### config.mk
export PLATFORM = sky130hd
export DESIGN_NAME = power_save_clock_gating
export DESIGN_NICKNAME = d
export VERILOG_FILES = /design/src/inc/power_save_pkg.sv /design/src/hw/power_save_clock_gating.sv
export SDC_FILE = /design/constraint.sdc
export NUM_CORES = 1
export LEC_CHECK = 0
export ABC_AREA = 1
export BUFFER_PORTS_ARGS = -buffer_cell sky130_fd_sc_hd__buf_2
export CELL_PAD_IN_SITES_DETAIL_PLACEMENT = 1
export CELL_PAD_IN_SITES_GLOBAL_PLACEMENT = 2
export CORE_MARGIN = 2
export CORE_UTILIZATION = 32
export DETAILED_ROUTE_END_ITERATION = 10
export PLACE_DENSITY = 0.79
export SLEW_MARGIN = 20
export SYNTH_ARGS = -nofsm -noshare
export SYNTH_HDL_FRONTEND = slang
export SYNTH_SLANG_ARGS = --single-unit
### constraint.sdc
create_clock -name pclk -period 2.85 [get_ports pclk]
set_clock_uncertainty 0.2 [all_clocks]
set_input_delay 0.57 -clock pclk [delete_from_list [all_inputs] [get_ports pclk]]
set_output_delay 0.57 -clock pclk [all_outputs]
set_load 0.05 [all_outputs]
### src/inc/power_save_pkg.sv
// Package: register map, field layout, reset values and modes of the power-save clock control block
package power_save_pkg;

	// ----------------------------------------------------------------
	// Register map (byte addresses, one aligned 32-bit word each)
	// ----------------------------------------------------------------
	localparam int          ADDR_W        = 12;
	localparam int          GATE_REGS     = 8;
	localparam int          REG_W         = 16;
	localparam logic [11:0] GATE_BASE     = 12'h000;
	localparam logic [11:0] OWN_EN_BASE   = 12'h020;
	localparam logic [11:0] IDLE_BASE     = 12'h040;
	localparam logic [11:0] CLOCK_DIVIDER_REG_OFS    = 12'h060;
	localparam logic [11:0] RESET_CONTROL_REG_OFS      = 12'h064;
	localparam logic [11:0] STATUS_OFS    = 12'h068;
	localparam logic [11:0] BANK_MASK     = 12'hFE0;

	// ----------------------------------------------------------------
	// Implemented bits of the eight module gate registers
	// ----------------------------------------------------------------
	localparam logic [7:0][15:0] GATE_MASK = {
		16'h000C, 16'h0030, 16'h0001, 16'h000F,
		16'h000E, 16'h0782, 16'h0707, 16'h38F9};
	// Capture, compare and calendar have no own enable
	localparam logic [7:0][15:0] OWN_MASK = {
		16'h000C, 16'h0030, 16'h0001, 16'h000F,
		16'h000E, 16'h0582, 16'h0000, 16'h38F9};
	localparam logic [15:0] GATE_RESET    = 16'h0000;
	localparam logic [15:0] OWN_RESET     = 16'h0000;
	localparam logic [15:0] IDLE_RESET    = 16'h0000;

	// ----------------------------------------------------------------
	// Clock divider and reset control fields
	// ----------------------------------------------------------------
	localparam int          IRQ_FULL_BIT  = 15;
	localparam int          RATIO_LSB     = 12;
	localparam int          RATIO_W       = 3;
	localparam int          DOZE_EN_BIT   = 11;
	localparam logic [15:0] CLOCK_DIVIDER_REG_RESET  = 16'h0000;
	localparam int          RETENTION_SLEEP_SELECT_BIT     = 12;
	localparam int          VREG_BIT      = 8;
	localparam logic [15:0] RESET_CONTROL_REG_RESET    = 16'h0000;

	// Status word layout
	localparam int          ST_DOZE_BIT   = 0;
	localparam int          ST_RATIO_LSB  = 1;
	localparam int          ST_SLEEP_LSB  = 4;

	// Divider period minus one for ratio codes 1 to 7; code 0 is forced to 1:1
	localparam int          DIV_W         = 8;
	localparam logic [7:0][7:0] RATIO_RELOAD = {
		8'hFF, 8'h7F, 8'h3F, 8'h1F, 8'h0F, 8'h07, 8'h03, 8'h01};
	localparam logic [7:0]  RATIO_ONE     = 8'h00;

	// Sleep variant, coded as {retention, regulator standby}
	typedef enum logic [1:0] {
		SLEEP_FAST_WAKE      = 2'b00,
		SLEEP_NORMAL         = 2'b01,
		SLEEP_RETENTION      = 2'b11,
		SLEEP_FAST_RETENTION = 2'b10
	} sleep_variant_t;

	typedef enum logic {
		FULL_SPEED = 1'b0,
		DOZING     = 1'b1
	} doze_state_t;

endpackage

### src/hw/power_save_clock_gating.sv
// Power-save clock control: sleep variant decode, doze divider, module clock gating, APB registers
`timescale 1ns/10ps

module power_save_clock_gating #(
	parameter int N_GATE = power_save_pkg::GATE_REGS    // Number of module gate registers
) (
	input  wire logic                         pclk,           // System clock
	input  wire logic                         presetn,        // Async reset, active low
	input  wire logic                         psel,           // APB select
	input  wire logic                         penable,        // APB access phase
	input  wire logic                         pwrite,         // APB direction, high is write
	input  wire logic [power_save_pkg::ADDR_W-1:0] paddr,     // APB byte address
	input  wire logic [31:0]                  pwdata,         // APB write data
	input  wire logic [3:0]                   pstrb,          // APB byte strobes
	output logic      [31:0]                  prdata,         // APB read data
	output logic                              pready,         // APB ready
	output logic                              pslverr,        // APB error, unmapped address
	input  wire logic                         irq_event,      // Interrupt event from controller
	input  wire logic                         cpu_idle,       // CPU is in Idle
	output logic                              cpu_clk_en,     // CPU clock enable tick
	output logic                              doze_active,    // Doze mode in use; CPU clock divided except at ratio code 0
	output power_save_pkg::sleep_variant_t    sleep_variant,  // Selected sleep flavour
	output logic [N_GATE*16-1:0]              periph_clk_en,  // Per-module clock enable
	output logic [N_GATE*16-1:0]              periph_regs_en, // Per-module register access
	output logic [N_GATE*16-1:0]              periph_run      // Per-module function enable
);

	// ----------------------------------------------------------------
	// State
	// ----------------------------------------------------------------
	typedef struct packed {
		logic [N_GATE-1:0][15:0]  gate;        // Module gate registers
		logic [N_GATE-1:0][15:0]  own_en;      // Module own enables
		logic [N_GATE-1:0][15:0]  idle_stop;   // Module stop-in-idle bits
		logic                     irq_full;    // Return to full speed on irq
		logic [2:0]               ratio;       // Requested ratio code
		logic                     doze_req;    // Requested doze
		logic                     retention_sleep_select;       // Retention sleep select
		logic                     vreg;        // Regulator standby select
		power_save_pkg::doze_state_t mode;     // Applied doze mode
		logic [2:0]               act_ratio;   // Applied ratio code
		logic [7:0]               div_cnt;     // Divider down counter
		logic [N_GATE*16-1:0]     clk_en;      // Registered clock enables
		logic [N_GATE*16-1:0]     run;         // Registered function enables
		logic [31:0]              rdata;       // Captured read word
		logic                     err;         // Captured decode error
	} state_t;

	state_t st;
	state_t next_st;

	// ----------------------------------------------------------------
	// Address decode
	// ----------------------------------------------------------------
	logic       setup_ph;
	logic       access_wr;
	logic [2:0] word_idx;
	logic       hit_gate;
	logic       hit_own;
	logic       hit_idle;
	logic       hit_clock_divider_reg;
	logic       hit_reset_control_reg;
	logic       hit_status;
	logic       hit_any;
	logic       lo_strb;

	// Bank hits compare the upper address bits, word index picks the entry
	assign setup_ph   = psel & ~penable;
	assign access_wr  = psel & penable & pwrite & ~st.err;
	assign word_idx   = paddr[4:2];
	assign hit_gate   = ((paddr & power_save_pkg::BANK_MASK) == power_save_pkg::GATE_BASE) && (paddr[1:0] == 2'b00);
	assign hit_own    = ((paddr & power_save_pkg::BANK_MASK) == power_save_pkg::OWN_EN_BASE) && (paddr[1:0] == 2'b00);
	assign hit_idle   = ((paddr & power_save_pkg::BANK_MASK) == power_save_pkg::IDLE_BASE) && (paddr[1:0] == 2'b00);
	assign hit_clock_divider_reg = (paddr == power_save_pkg::CLOCK_DIVIDER_REG_OFS);
	assign hit_reset_control_reg   = (paddr == power_save_pkg::RESET_CONTROL_REG_OFS);
	assign hit_status = (paddr == power_save_pkg::STATUS_OFS);
	assign hit_any    = hit_gate | hit_own | hit_idle | hit_clock_divider_reg | hit_reset_control_reg | hit_status;
	// Registers are 16 bits wide, so only the two low lanes matter
	assign lo_strb    = pstrb[0] | pstrb[1];

	// ----------------------------------------------------------------
	// Read word mux
	// ----------------------------------------------------------------
	logic [31:0] read_word;

	// Unimplemented bits are zero because stored values are masked
	always_comb begin
		read_word = 32'h0000_0000;
		if (hit_gate) begin
			read_word = {16'h0000, st.gate[word_idx]};
		end else if (hit_own) begin
			read_word = {16'h0000, st.own_en[word_idx]};
		end else if (hit_idle) begin
			read_word = {16'h0000, st.idle_stop[word_idx]};
		end else if (hit_clock_divider_reg) begin
			read_word[power_save_pkg::IRQ_FULL_BIT] = st.irq_full;
			read_word[power_save_pkg::RATIO_LSB +: power_save_pkg::RATIO_W] = st.ratio;
			read_word[power_save_pkg::DOZE_EN_BIT] = st.doze_req;
		end else if (hit_reset_control_reg) begin
			read_word[power_save_pkg::RETENTION_SLEEP_SELECT_BIT] = st.retention_sleep_select;
			read_word[power_save_pkg::VREG_BIT] = st.vreg;
		end else if (hit_status) begin
			read_word[power_save_pkg::ST_DOZE_BIT] = (st.mode == power_save_pkg::DOZING);
			read_word[power_save_pkg::ST_RATIO_LSB +: 3] = st.act_ratio;
			read_word[power_save_pkg::ST_SLEEP_LSB +: 2] = {st.retention_sleep_select, st.vreg};
		end
	end

	// ----------------------------------------------------------------
	// Next state
	// ----------------------------------------------------------------
	logic boundary;
	logic [N_GATE*16-1:0] mask_flat;
	logic [N_GATE*16-1:0] no_own_flat;

	// Divider period ends when the down counter reaches zero
	assign boundary = (st.div_cnt == power_save_pkg::RATIO_ONE);

	always_comb begin
		next_st = st;

		// Read data and decode error caught in setup so they come from flops
		if (setup_ph) begin
			next_st.rdata = read_word;
			next_st.err   = ~hit_any;
		end

		// Register writes take effect at the access edge, masked to implemented bits
		if (access_wr && lo_strb) begin
			if (hit_gate) begin
				next_st.gate[word_idx] = pwdata[15:0] & power_save_pkg::GATE_MASK[word_idx];
			end else if (hit_own) begin
				next_st.own_en[word_idx] = pwdata[15:0] & power_save_pkg::OWN_MASK[word_idx];
			end else if (hit_idle) begin
				next_st.idle_stop[word_idx] = pwdata[15:0] & power_save_pkg::GATE_MASK[word_idx];
			end else if (hit_reset_control_reg) begin
				next_st.retention_sleep_select = pwdata[power_save_pkg::RETENTION_SLEEP_SELECT_BIT];
				next_st.vreg  = pwdata[power_save_pkg::VREG_BIT];
			end
		end

		// Interrupt leaves doze only with the return bit set; a write in the same cycle wins
		if (st.irq_full && irq_event) begin
			next_st.doze_req = 1'b0;
		end
		if (access_wr && lo_strb && hit_clock_divider_reg) begin
			next_st.irq_full = pwdata[power_save_pkg::IRQ_FULL_BIT];
			next_st.ratio    = pwdata[power_save_pkg::RATIO_LSB +: power_save_pkg::RATIO_W];
			next_st.doze_req = pwdata[power_save_pkg::DOZE_EN_BIT];
		end

		// Doze mode and ratio applied only at a period boundary, never mid-cycle
		if (boundary) begin
			next_st.act_ratio = next_st.ratio;
			if (next_st.doze_req) begin
				next_st.mode    = power_save_pkg::DOZING;
				next_st.div_cnt = power_save_pkg::RATIO_RELOAD[next_st.ratio];
			end else begin
				next_st.mode    = power_save_pkg::FULL_SPEED;
				next_st.div_cnt = power_save_pkg::RATIO_ONE;
			end
			if (next_st.ratio == 3'b000) begin
				next_st.div_cnt = power_save_pkg::RATIO_ONE;
			end
		end else begin
			next_st.div_cnt = st.div_cnt - 8'h01;
		end

		// Enables registered here so they only move at the rising edge
		next_st.clk_en = mask_flat & ~next_st.gate;
		// Packed banks line up bit for bit with the flat enables; no loop through outside nets
		next_st.run    = next_st.clk_en & (next_st.own_en | no_own_flat)
			& ~(cpu_idle ? next_st.idle_stop : {N_GATE*16{1'b0}});
	end

	// ----------------------------------------------------------------
	// Per-register flattening of the implemented-bit and own-enable masks
	// ----------------------------------------------------------------
	genvar gi;
	generate
		for (gi = 0; gi < N_GATE; gi++) begin : g_bank
			assign mask_flat[gi*16 +: 16]   = power_save_pkg::GATE_MASK[gi];
			// Modules without an own enable always count as enabled
			assign no_own_flat[gi*16 +: 16] = power_save_pkg::GATE_MASK[gi] & ~power_save_pkg::OWN_MASK[gi];
		end
	endgenerate

	// ----------------------------------------------------------------
	// State register
	// ----------------------------------------------------------------
	// Every reset clears all gate bits and the clock enables, so the clock enables come back up at the first edge after release; the CPU returns to 1:1
	always_ff @(posedge pclk or negedge presetn) begin
		if (!presetn) begin
			st.gate      <= {N_GATE{power_save_pkg::GATE_RESET}};
			st.own_en    <= {N_GATE{power_save_pkg::OWN_RESET}};
			st.idle_stop <= {N_GATE{power_save_pkg::IDLE_RESET}};
			st.irq_full  <= power_save_pkg::CLOCK_DIVIDER_REG_RESET[power_save_pkg::IRQ_FULL_BIT];
			st.ratio     <= power_save_pkg::CLOCK_DIVIDER_REG_RESET[power_save_pkg::RATIO_LSB +: power_save_pkg::RATIO_W];
			st.doze_req  <= power_save_pkg::CLOCK_DIVIDER_REG_RESET[power_save_pkg::DOZE_EN_BIT];
			st.retention_sleep_select     <= power_save_pkg::RESET_CONTROL_REG_RESET[power_save_pkg::RETENTION_SLEEP_SELECT_BIT];
			st.vreg      <= power_save_pkg::RESET_CONTROL_REG_RESET[power_save_pkg::VREG_BIT];
			st.mode      <= power_save_pkg::FULL_SPEED;
			st.act_ratio <= 3'b000;
			st.div_cnt   <= power_save_pkg::RATIO_ONE;
			st.clk_en    <= {N_GATE*16{1'b0}};
			st.run       <= {N_GATE*16{1'b0}};
			st.rdata     <= 32'h0000_0000;
			st.err       <= 1'b0;
		end else begin
			st <= next_st;
		end
	end

	// ----------------------------------------------------------------
	// Outputs
	// ----------------------------------------------------------------
	// Zero wait states; the read word is already in a flop at access
	assign pready         = 1'b1;
	assign pslverr        = psel & penable & st.err;
	assign prdata         = st.rdata;

	// CPU ticks once per divider period, phase locked to pclk
	assign cpu_clk_en     = (st.mode == power_save_pkg::FULL_SPEED) | boundary;
	assign doze_active    = (st.mode == power_save_pkg::DOZING);
	assign sleep_variant  = power_save_pkg::sleep_variant_t'({st.retention_sleep_select, st.vreg});

	// A gated module loses both its clock and its register port
	assign periph_clk_en  = st.clk_en;
	assign periph_regs_en = st.clk_en;
	assign periph_run     = st.run;

endmodule // power_save_clock_gating

**After elaboration in Yosys (flattened, before gate mapping)**

Memories as Yosys holds them, arrays and structs flattened.
Cells that the tools add are included.

- Memories kept: 3
- Output and inout port bits: 422
- Word-level logic and storage cells: 131
- Input bits: 55
- Memory bits (read-only): 320
- Register bits after elaboration: 596

Memory list:

| name | depth | bits a word | read ports | clocked after memory_dff | wr ports | line | source |
|---|---|---|---|---|---|---|---|
| (name not given) | 8 | 16 | 1 | 0 | 0 | power_save_clock_gating.sv:135 | `next_st.idle_stop[word_idx] = pwdata[15:0] & power_save_pkg::GATE_MASK[word_idx];` |
| (name not given) | 8 | 16 | 1 | 0 | 0 | power_save_clock_gating.sv:133 | `next_st.own_en[word_idx] = pwdata[15:0] & power_save_pkg::OWN_MASK[word_idx];` |
| (name not given) | 8 | 8 | 1 | 0 | 0 | power_save_clock_gating.sv:157 | `next_st.div_cnt = power_save_pkg::RATIO_RELOAD[next_st.ratio];` |

- Reductions and logical operators: 13
- $add $sub $neg: 1
- Mux-type cells: 43
- Bitwise logic cells: 25
- Magnitude comparators: 3
- Eq/ne operators: 5

Operator list:

| operator | count |
|---|---|
| two-way mux 128 bit | 5 |
| bitwise mux 128 bit | 3 |
| two-way mux 384 bit | 1 |
| two-way mux 256 bit | 1 |
| binary-select mux 16 bit (select 3 bit) | 3 |
| AND 116 x 128 -> 128 bit | 1 |
| AND 128 bit | 1 |
| NOT 128 bit | 1 |
| NOT 116 bit | 1 |
| two-way mux 16 bit | 7 |
| demux 16 bit (select 3 bit) | 1 |
| equality test 12 x 7 -> 1 bit, second input constant | 3 |
| AND 16 bit | 2 |
| two-way mux 32 bit | 1 |
| two-way mux 8 bit | 4 |
| two-way mux 6 bit | 4 |
| logical NOT 12 bit | 1 |
| logical NOT 8 bit | 1 |
| less-than comparator 3 x 4 -> 1 bit, second input constant | 2 |
| two-way mux 1 bit | 8 |
| subtractor 8 x 1 -> 8 bit, second input constant | 1 |
| equality test 7 x 1 -> 1 bit, second input constant | 1 |
| equality test 7 x 2 -> 1 bit, second input constant | 1 |
| logical AND 1 bit | 7 |
| other kinds (12) | 29 |

**Longest topological paths before layout**

Gate-level depths: netlist of the first run.

- Depth after elaboration: 12
- Gate-level depth with buffers: 15
- Depth with buffers taken out: 12

**Worst setup path before layout of the first run**

No wires, ideal clock.

- Kind: in2reg
- Start: input paddr[3] (netlist bit)
- End: register st (netlist bit periph_run[49])
- Setup slack: 32 ps
- Stages: 11
- Arrival time: 2501 ps
- Required time: 2533 ps
- Buffers on the path: 2
- Library setup time: 117 ps
- Cells stage by stage: inv_1 -> clkbuf_1 -> clkbuf_1 -> ha_1 -> o21ai_0 -> a21oi_1 -> clkinv_1 -> nand2_1 -> nand2_1 -> nor2_1 -> nor2_1

RTL lines:

| element | line | source |
|---|---|---|
| start: declaration | power_save_clock_gating.sv:12 | `input wire logic [power_save_pkg::ADDR_W-1:0] paddr,` |
| end signal: assignment | power_save_clock_gating.sv:210 | `st <= next_st;` |
| end: declaration | power_save_clock_gating.sv:49 | `state_t st;` |

**Worst setup path in the final report of the first run**

- Start: register st[290] (netlist bit)
- End: output cpu_clk_en

- Word-level cells in the longest chain between the ends: 2

RTL lines:

| element | line | source |
|---|---|---|
| logical NOT 8 bit | power_save_clock_gating.sv:117 | `assign boundary = (st.div_cnt == power_save_pkg::RATIO_ONE);` |
| OR 1 bit | power_save_clock_gating.sv:223 | `assign cpu_clk_en = (st.mode == power_save_pkg::FULL_SPEED) \| boundary;` |
| end: declaration | power_save_clock_gating.sv:20 | `output logic cpu_clk_en,` |

Every way passes these cells.

==> results of run 1 <==
==> critical path, delay by kind of cell (launching register included) <==
| kind | cells | cell delay (ns) |
|---|---|---|
| buf+inv | 3 | 0.29 |
| flops | 1 | 0.40 |
| simple gates | 5 | 0.53 |
| fa+ha+maj | 1 | 0.14 |
==> cells by family after synthesis <==
logic type                 after synthesis
and+or+nand+nor                       1304
buffers and inverters                 1045
DFF                                    484
AOI/OAI and AO/OA                      409
adders and majority gates                6
xor gates and xnor gates                 3
other                                    2
==> layer usage <==
metal / wire length (um) / GRT usage
met5: 0 / 0
met4: 2380 / 0.0657
met3: 3340 / 0.0198
met2: 40300 / 0.346
met1: 38500 / 0.285
==> worst min path at each step <==
stage,depth (start not counted),endpoint,slack (ns)
finish,3,st[306],0.03
floorplan,0,asynchronous set/reset pin,0.07
detailed placement,2,prdata[14],0.26
global route,3,st[306],0.03
global placement,2,flip-flop,0.26
CTS,3,st[306],0.01
==> synth_stat cells (2+ instances only) <==
library cell and count:
a21boi_0 2, a21oi_1 79, a31oi_1 2, and2_1 2, buf_1 12, buf_2 40, buf_4 422, clkbuf_1 62
clkinv_1 5, conb_1 2, dfrtp_1 484, ha_1 6, inv_1 499, inv_2 4, nand2_1 813, nand2_2 7
nand3_1 68, nand3_2 5, nand3b_1 5, nand4_1 24, nor2_1 357, nor2_2 4, nor2_4 6, nor3_1 4
nor3_2 3, o211ai_1 71, o21a_1 13, o21ai_0 225, o21ai_1 14, or2_2 5, xor2_1 2
==> per-stage QoR <==
stage | total power, mW | cells | setup slack, ns
after floorplan | 8.62 | 3556 | 0.0320
after global placement | 8.94 | 4471 | 0.0514
after CTS | 16.3 | 4593 | 0.00282
final | 16.1 | 4593 | 0.0995
after global routing | 16.6 | 4593 | 0.0154
after detailed placement | 8.94 | 4471 | 0.0325
==> area by class of cell <==
cell class | count | area share
sequential | 484 | 0.414
clock buffer | 71 | 0.0515
inverter | 508 | 0.0652
tap | 1050 | 0.0449
timing repair buffer | 424 | 0.113
clock inverter | 29 | 0.0109
multi-input combinational | 2027 | 0.301
==> repair_timing <==
| action | in CTS | in global routing |
|---|---|---|
| gates resized for setup | 13 | 6 |
| endpoints found under the hold margin | 43 | 0 |
| endpoints found under the setup margin | 1 | 7 |
| hold buffers | 2 | 0 |
| pin swaps | 4 | 4 |
| buffers inserted | 20 | 1 |
==> power groups by stage <==
stage | sequential (mW) | clock [mW] | combinational, mW
finish | 6.88 | 7.29 | 1.94
global route | 6.88 | 7.70 | 2.06
CTS | 6.88 | 7.44 | 1.94
detailed placement | 7.01 | 0 | 1.94
global placement | 7.01 | 0 | 1.93
floorplan | 7.01 | 0 | 1.61
==> summary.md, run 1 <==
| Metric | Value |
|---|---|
| Cells along the critical path | inv_2 -> ha_4 -> nand2_4 -> nor2_4 -> nand3b_1 -> nor2_4 -> inv_2 -> nand2_2 -> buf_8 |
| Status | complete, no violations |
| Largest family of logic cells by synthesized area | buffers and inverters |
| Number of global-route vias before repair | 20512 |
| Core area | 78600 um2 |
| Hold Path Class | input port to flip-flop |
| Worst-skew pair later-pin latency | 0.65 ns |
| Clock-pin slew on the worst setup and hold paths | 0.06 ns |
| Mapped Avg Cell Area | 7.77 um2 |
| Clock sinks | 484 |
| # DRC | 0 |
| Seq/Total Area, Yosys | 0.479 |
| Seq pwr share | 0.427 |
| Crit path to | cpu_clk_en |
| Yosys cell types | 37 |
| Type of origin of the critical path | flip-flop |
| Dpl cell area | 27200 um2 |
| I/O pin count | 477 |
| Slowest cell delay on critical path | 0.40 ns |
| Synth area leader | dfrtp_1 |
| Setup Crit Path Kind | flip-flop to output port |
| Post-Synth Adder-Cell Area | 0.00297 |
| Root buf cell | clkbuf_16 |
| Hold path startpoint | pwdata[14] |
| Vias per Instance | 4.39 |
| Power Density | 551 nW/um2 |
| Final hold viol count | 0 |
| Average wire per standard cell | 18.4 um |
| Ys async rst share | 1.00 |
| Share of cells above drive strength 1 | 0.159 |
| Final Net Count | 3561 |
| Multi-input combinational cell area | 8800 um2 |
| Net Sw Power | 4.74 mW |
| RSZ-0062 raised after global routing | false |
| Post-synth top area share | 0.479 |
| Cell count after synthesis | 3253 |
| CP startpoint | st[290] |
| CTS tree | yes |
| Placer Congestion | 0.873 |
| Detailed Place HPWL | 63000 um |
| Cell row count | 103 |
| FF-to-FF Start | st[290] |
| Setup TNS Final | 0 ns |
| 1st-iter DRT viols | 1170 |
| Most frequent cells in the layout | nand2_1, inv_1, dfrtp_1 |
| Cell area after synthesis | 25300 um2 |
| Post-synth EDFFs | 0 |
| Lkg Pwr | 16.3 nW |
| Max Slew Vio Count | 0 |
| Buffers on Ports | 153 |
| FMAX | 0.364 GHz |
| Final Setup Violations | 0 |
| First-pass GRT wire length | 128000 um |
| Post-route design area | 29300 um2 |
| Most used DFF post-synth | dfrtp_1 |
| XOR/XNOR share of the synthesized area | 0.00104 |
| # fillers | 9672 |
| Comb power frac | 0.120 |
| Cells on worst reg2reg path | 18 |
| # diodes | 0 |
| Gr usage total | 0.208 |
| Yosys Warn Count | 0 |
| Top post-synthesis cells by area | dfrtp_1, buf_4, nand2_1 |
| Most common cell after layout, fill and taps aside | nand2_1 |
| Max clock buf depth | 3 |
| Hold Slack | 0.0298 ns |
| CTS Buf Count | 55 |
| Max Cap Viol | 0 |
| Critical Path Fanout Max | 2 |
| Synth Area in Simple Gates | 0.206 |
| Crit. End Element | output port |
| Total gr overflow | 0 |
| Max VDD drop | 0.392 mV |
| Initial antenna violation count | 1 |
| Synthesized flop and latch total | 484 |
| Critical Path RT | 2.08 ns |
| Reg2Reg Setup Slack | 0.16 ns |
| Share of total power in the clock network | 0.453 |
| Initial core utilization | 0.322 |
| Post-layout min period | 2.75 ns |
| Switching share of power | 0.294 |
| Die Y | 285 um |
| Area grow syn2layout | 15.8% |
| Detail Route Antenna Nets | 0 |
| Fin crit share | 0.965 |
| Worst slew pin tran | 0.564 ns |
| Worst EP arrival | 1.98 ns |
| DR vias | 20151 |
| Die Area | 81200 um2 |
| Reg2reg end | st[296] |
| Fin util | 0.372 |
| Die width | 285 um |
| Multiplexer area fraction after synthesis | 0 |
| Worst slew margin | 0.624 |
| Largest net degree at the start of global routing | 77 |
| 1st-pass router iterations | 5 |
| Post-Route WL | 84500 um |
| H-tree depth | 2 |
| Slowest stage cell, crit path | dfrtp_1 |
| Seq. cell area | 12100 um2 |
| Internal power | 11.4 mW |
| Synth Area in Compound Gates | 0.0900 |
(Power assumes the default switching activity.)
==> run 2: changes to the inputs <==
--- a/config.mk
+++ b/config.mk
@@ -11,6 +11,7 @@
 export CELL_PAD_IN_SITES_GLOBAL_PLACEMENT = 2
 export CORE_MARGIN = 2
 export CORE_UTILIZATION = 32
+export CTS_BUF_LIST = sky130_fd_sc_hd__clkbuf_8 sky130_fd_sc_hd__clkbuf_16
 export DETAILED_ROUTE_END_ITERATION = 10
 export PLACE_DENSITY = 0.79
 export SLEW_MARGIN = 20
==> summary.md, run 2 (synthesis gave the netlist of run 1 again) <==
| Metric | Value |
|---|---|
| Post-layout min period | 2.75 ns (-0.000193 ns) |
| # fillers | 9672 (unchanged) |
| Highest metal used | met4 |
| Fin crit share | 0.965 (about the same) |
| Design Power | 16.1 mW (-0.20%) |
| Max Cap Viol | 0 (unchanged) |
| Seq pwr share | 0.428 (about the same) |
| Clock sinks | 484 (unchanged) |
| Power Density | 550 nW/um2 (-0.20%) |
| Net Sw Power | 4.74 mW (about the same) |
| Gr usage total | 0.208 (unchanged) |
| RSZ-0062 raised after global routing | false |
| Initial core utilization | 0.322 (unchanged) |
| Clock-pin slew on the worst setup and hold paths | 0.06 ns (about the same) |
| DR vias | 20115 (-0.18%) |
| Hold Slack | 0.0302 ns (+0.000355 ns) |
| Number of global-route vias before repair | 20514 (+0.0098%) |
| Post-route design area | 29300 um2 (unchanged) |
| Hold Path Class | input port to flip-flop |
| Setup Crit Path Kind | flip-flop to output port |
| Fin worst setup slack | 0.0997 ns (+0.000193 ns) |
| CTS tree | yes |
| Fin util | 0.372 (unchanged) |
| Cells along the critical path | inv_2 -> ha_4 -> nand2_4 -> nor2_4 -> nand3b_1 -> nor2_4 -> inv_2 -> nand2_2 -> buf_8 |
| I/O pin count | 477 (unchanged) |
| Slowest stage cell, crit path | dfrtp_1 |
| Cell row count | 103 (unchanged) |
| Root buf cell | clkbuf_16 |
| Detail Route met3 WL | 3150 um (-5.5%) |
| Max VDD drop | 0.392 mV (about the same) |
| Placed Cells | 4471 (unchanged) |
| Worst slew pin tran | 0.560 ns (-0.00372 ns) |
| Crit. End Element | output port |
| Initial antenna violation count | 1 (unchanged) |
| Critical Path Fanout Max | 2 (unchanged) |
| Detail Route Antenna Nets | 0 (unchanged) |
| Worst slew margin | 0.627 (+0.00248) |
| Most frequent cells in the layout | nand2_1, inv_1, dfrtp_1 |
| Slowest cell delay on critical path | 0.40 ns (about the same) |
| Most common cell after layout, fill and taps aside | nand2_1 |
| 1st-pass router iterations | 5 (unchanged) |
| Post-Route WL | 84500 um (about the same) |
| Dpl cell area | 27200 um2 (unchanged) |
| Die Area | 81200 um2 (unchanged) |
| Vias per Instance | 4.38 (-0.18%) |
| Placer Congestion | 0.873 (unchanged) |
| Share of total power in the clock network | 0.451 (-0.002) |
| Core area | 78600 um2 (unchanged) |
| Average wire per standard cell | 18.4 um (about the same) |
| Final Net Count | 3561 (unchanged) |
| H-tree depth | 2 (unchanged) |
| Critical Path RT | 2.08 ns (about the same) |
| Multi-input combinational cell area | 8800 um2 (unchanged) |
| 1st-iter DRT viols | 1175 (+0.43%) |
| Seq. cell area | 12100 um2 (unchanged) |
| Internal power | 11.3 mW (-0.29%) |
| Detailed Place HPWL | 63000 um (unchanged) |
| # diodes | 0 (unchanged) |
| CTS Buf Count | 55 (unchanged) |
| Worst EP arrival | 1.98 ns (about the same) |
| Worst slack at placement | 0.0325 ns (unchanged) |
| Fin cells | 4593 (unchanged) |
| Setup TNS Final | 0 ns (unchanged) |
| Final hold viol count | 0 (unchanged) |
| Met2 WL | 40300 um (about the same) |
| Max Slew Vio Count | 0 (unchanged) |
| Type of origin of the critical path | flip-flop |
| Switching share of power | 0.295 (+0.000580) |
| Worst-skew pair later-pin latency | 0.65 ns (about the same) |
| Max clock buf depth | 3 (unchanged) |
| Comb power frac | 0.121 (about the same) |
| Area grow syn2layout | 15.8% (unchanged) |
| Die Y | 285 um (unchanged) |
| Buffers on Ports | 153 (unchanged) |
| Die width | 285 um (unchanged) |
| Total gr overflow | 0 (unchanged) |
| Met1 WL | 38700 um (+0.53%) |
| Share of cells above drive strength 1 | 0.159 (unchanged) |
| Final Setup Violations | 0 (unchanged) |
| FMAX | 0.364 GHz (about the same) |
| Lkg Pwr | 16.3 nW (+0.23%) |
| First-pass GRT wire length | 128000 um (unchanged) |
| # DRC | 0 (unchanged) |
| Status | complete, no violations |
| Largest net degree at the start of global routing | 77 (unchanged) |
-- run 2: path summary, 6_finish.rpt --
path / startpoint / endpoint / slack [ns] / depth (start not counted)
min in group asynchronous: presetn / periph_clk_en[115] / 0.30 / 2
hold / removal: pwdata[14] / st[306] / 0.03 / 3
setup / recovery: st[290] / cpu_clk_en / 0.1 / 9
max in group asynchronous: presetn / periph_clk_en[41] / 1.31 / 3
hold reg to reg: prdata[8] / prdata[8] / 0.27 / 2
setup reg to reg: st[290] / st[296] / 0.16 / 18
-- run 2: cell type report --
type                       instances  area share
inverter                         508      0.0652
sequential                       484       0.414
timing repair buffer             424       0.113
clock inverter                    38      0.0121
clock buffer                      62      0.0503
tap                             1050      0.0449
multi-input combinational       2027       0.301
-- run 2: what timing repair did --
action,CTS,global route
setup buffers,20,1
endpoints found under the hold margin,43,0
setup endpoints to repair,1,7
pin swaps,4,4
resized for setup,13,6
hold buffers,2,0
cloned,0,0
-- run 2: critical path, delay by kind of cell, from the launching register on --
family / cells / cell delay (ns)
DFF: 1 / 0.40
and+or+nand+nor: 5 / 0.53
adders and majority gates: 1 / 0.14
buffers and inverters: 3 / 0.29
-- run 2: power by group through the flow --
stage | logic [mW] | registers (mW) | clock network, mW
floorplan | 1.61 | 7.01 | 0
global placement | 1.93 | 7.01 | 0
detailed placement | 1.94 | 7.01 | 0
CTS | 1.94 | 6.88 | 7.41
global route | 2.06 | 6.88 | 7.67
finish | 1.94 | 6.88 | 7.26
-- run 2: routing by layer --
layer / up-vias / GRT usage
met1: 9998 / 0.285
li1: 9623 / -
met3: 95 / 0.0198
met4: 0 / 0.0657
met5: - / 0
met2: 399 / 0.346
==> run 3: changes to the inputs <==
--- a/config.mk
+++ b/config.mk
@@ -13,7 +13,7 @@
 export CORE_UTILIZATION = 32
 export CTS_BUF_LIST = sky130_fd_sc_hd__clkbuf_8 sky130_fd_sc_hd__clkbuf_16
 export DETAILED_ROUTE_END_ITERATION = 10
-export PLACE_DENSITY = 0.79
+export PLACE_DENSITY_LB_ADDON = 0.08
 export SLEW_MARGIN = 20
 export SYNTH_ARGS = -nofsm -noshare
 export SYNTH_HDL_FRONTEND = slang
==> summary.md, run 3 (synthesis gave the netlist of run 1 again) <==
| Metric | Value |
|---|---|
| Status | complete, no violations |
| Vias per Instance | 4.42 (+1.0%) |
| Power Density | 563 nW/um2 (+2.4%) |
| Number of global-route vias before repair | 20851 (+1.6%) |
| First-pass GRT wire length | 135000 um (+5.6%) |
| Worst EP arrival | 2.00 ns (+0.02 ns) |
| Final hold viol count | 0 (unchanged) |
| Die width | 285 um (unchanged) |
| Critical Path Fanout Max | 4 (+2) |
| Max clock buf depth | 3 (unchanged) |
| Average wire per standard cell | 19.8 um (+7.4%) |
| Buffer and inverter count on the worst path | 3 (unchanged) |
| Post-Route WL | 90500 um (+7.0%) |
| Seq pwr share | 0.418 (-0.010) |
| Net Sw Power | 4.73 mW (-0.22%) |
| I/O pin count | 477 (unchanged) |
| Clock sinks | 484 (unchanged) |
| Area grow syn2layout | 15.7% (about the same) |
| Share of total power in the clock network | 0.463 (+0.012) |
| Worst-skew pair later-pin latency | 0.63 ns (-0.02 ns) |
| Total gr overflow | 0 (unchanged) |
| Internal power | 11.7 mW (+3.4%) |
| Initial antenna violation count | 3 (+2) |
| 1st-pass router iterations | 5 (unchanged) |
| Slowest stage cell, crit path | dfrtp_1 |
| Lkg Pwr | 16.3 nW (about the same) |
| Gr usage total | 0.221 (+0.0137) |
| RSZ-0062 raised after global routing | true |
| Family with the most delay on the worst path | simple AND/OR/NAND/NOR gates |
| DR vias | 20241 (+0.63%) |
| CTS tree | yes |
| Fin util | 0.372 (about the same) |
| Detailed Place HPWL | 67500 um (+7.3%) |
| Largest net degree at the start of global routing | 92 (+19%) |
| Detail Route Antenna Nets | 0 (unchanged) |
| Final Net Count | 3541 (-0.56%) |
| Hold Path Class | input port to flip-flop |
| Root buf cell | clkbuf_16 |
| Switching share of power | 0.287 (-0.00729) |
| Initial core utilization | 0.322 (unchanged) |
| Comb power frac | 0.118 (-0.003) |
| Die Y | 285 um (unchanged) |
| Multi-input combinational cell area | 8790 um2 (-0.14%) |
| Share of cells above drive strength 1 | 0.153 (-0.00604) |
| Post-layout min period | 2.77 ns (+0.0246 ns) |
| Type of origin of the critical path | flip-flop |
| 1st-iter DRT viols | 1075 (-8.5%) |
| Cell row count | 103 (unchanged) |
| CTS Buf Count | 59 (+7.3%) |
| Most frequent cells in the layout | nand2_1, inv_1, dfrtp_1 |
| Setup Crit Path Kind | flip-flop to output port |
| Buffers on Ports | 153 (unchanged) |
| Max Slew Vio Count | 0 (unchanged) |
| Max VDD drop | 0.478 mV (+22%) |
| Max Cap Viol | 0 (unchanged) |
| Core area | 78600 um2 (unchanged) |
| FMAX | 0.360 GHz (-0.89%) |
| Placer Congestion | 0.852 (-2.4%) |
| Worst slew pin tran | 0.815 ns (+0.255 ns) |
| Slowest cell delay on critical path | 0.37 ns (-0.03 ns) |
| Worst slew margin | 0.456 (-0.170) |
| Clock-pin slew on the worst setup and hold paths | 0.06 ns (about the same) |
| Setup TNS Final | 0 ns (unchanged) |
| Most common cell after layout, fill and taps aside | nand2_1 |
| Cells along the critical path | inv_2 -> ha_4 -> nand2_4 -> nor2_4 -> nand3b_1 -> nor2_2 -> inv_2 -> nand2_4 -> buf_8 |
| H-tree depth | 2 (unchanged) |
| Final Setup Violations | 0 (unchanged) |
| # diodes | 0 (unchanged) |
| Critical Path RT | 2.08 ns (about the same) |
| Crit. End Element | output port |
| Die Area | 81200 um2 (unchanged) |
| Seq. cell area | 12100 um2 (unchanged) |
| # DRC | 0 (unchanged) |
| Fin crit share | 0.974 (+0.00864) |
| # fillers | 9620 (-0.54%) |
==> run 3: cell count changes in the layout (fill, tap and decap cells not counted), sizes merged <==
cell         delta
buf            -25
clkbuf         +20
dlygate4sd3     +1
clkinvlp        -3
inv             +2
bufinv          -3
clkinv          -9
==> run 3: worst min-delay path, delay by kind of cell <==
family	cells	cell delay, ns
AOI/OAI and AO/OA	1	0.12
buffers and inverters	1	0.09
and+or+nand+nor	1	0.05
==> run 3: final cells by class <==
| cell class | count | share of cell area |
|---|---|---|
| clock buffer | 82 | 0.0621 |
| clock inverter | 25 | 0.00556 |
| inverter | 508 | 0.0652 |
| multi-input combinational | 2027 | 0.301 |
| sequential | 484 | 0.414 |
| tap | 1050 | 0.0449 |
| timing repair buffer | 400 | 0.108 |
==> run 3: layer usage <==
metal  up-vias  GRT usage  wire length, um
li1       9596          -                -
met5         -          0                0
met1     10179      0.304            41600
met3       111     0.0258             3080
met4         0     0.0702             2990
met2       355      0.365            42800
==> run 3: power by group through the flow <==
stage	clock, mW	combinational, mW	sequential, mW
2_1_floorplan	0	1.61	7.01
3_3_place_gp	0	1.94	7.01
3_5_place_dp	0	1.94	7.01
4_1_cts	7.85	1.95	6.88
5_1_grt	8.09	2.07	6.88
6_report	7.62	1.94	6.89
==> run 3: final timing paths <==
check | from | to | slack [ns] | cells past startpoint
hold / removal | pwdata[11] | st[303] | 0.06 | 3
hold reg to reg | prdata[10] | prdata[10] | 0.28 | 2
max in group asynchronous | presetn | st[582] | 1.23 | 3
min in group asynchronous | presetn | asynchronous set/reset pin | 0.30 | 2
setup reg to reg | st[0] | periph_run[67] | 0.26 | 10
setup / recovery | st[289] | cpu_clk_en | 0.08 | 9
==> run 3: stage by stage <==
step	instances	setup slack (ns)	hold slack (ns)	total power, mW	area (um2)
2_1_floorplan	3556	0.0320	0.0744	8.62	26400
3_3_place_gp	4456	-0.260	0.259	8.95	27100
3_5_place_dp	4456	-0.260	0.265	8.95	27100
4_1_cts	4573	0.00787	0.0247	16.7	29200
5_1_grt	4576	-0.0636	0.0700	17.0	29200
6_report	4576	0.0751	0.0587	16.5	29200
==> run 3: repair_timing <==
action                                  CTS  global route
endpoints found under the hold margin    40             0
endpoints found under the setup margin    1             1
pin swaps                                 4             4
cloned                                    0             0
setup buffers                             7             3
hold buffers                              3             0
gates resized for setup                  14             2
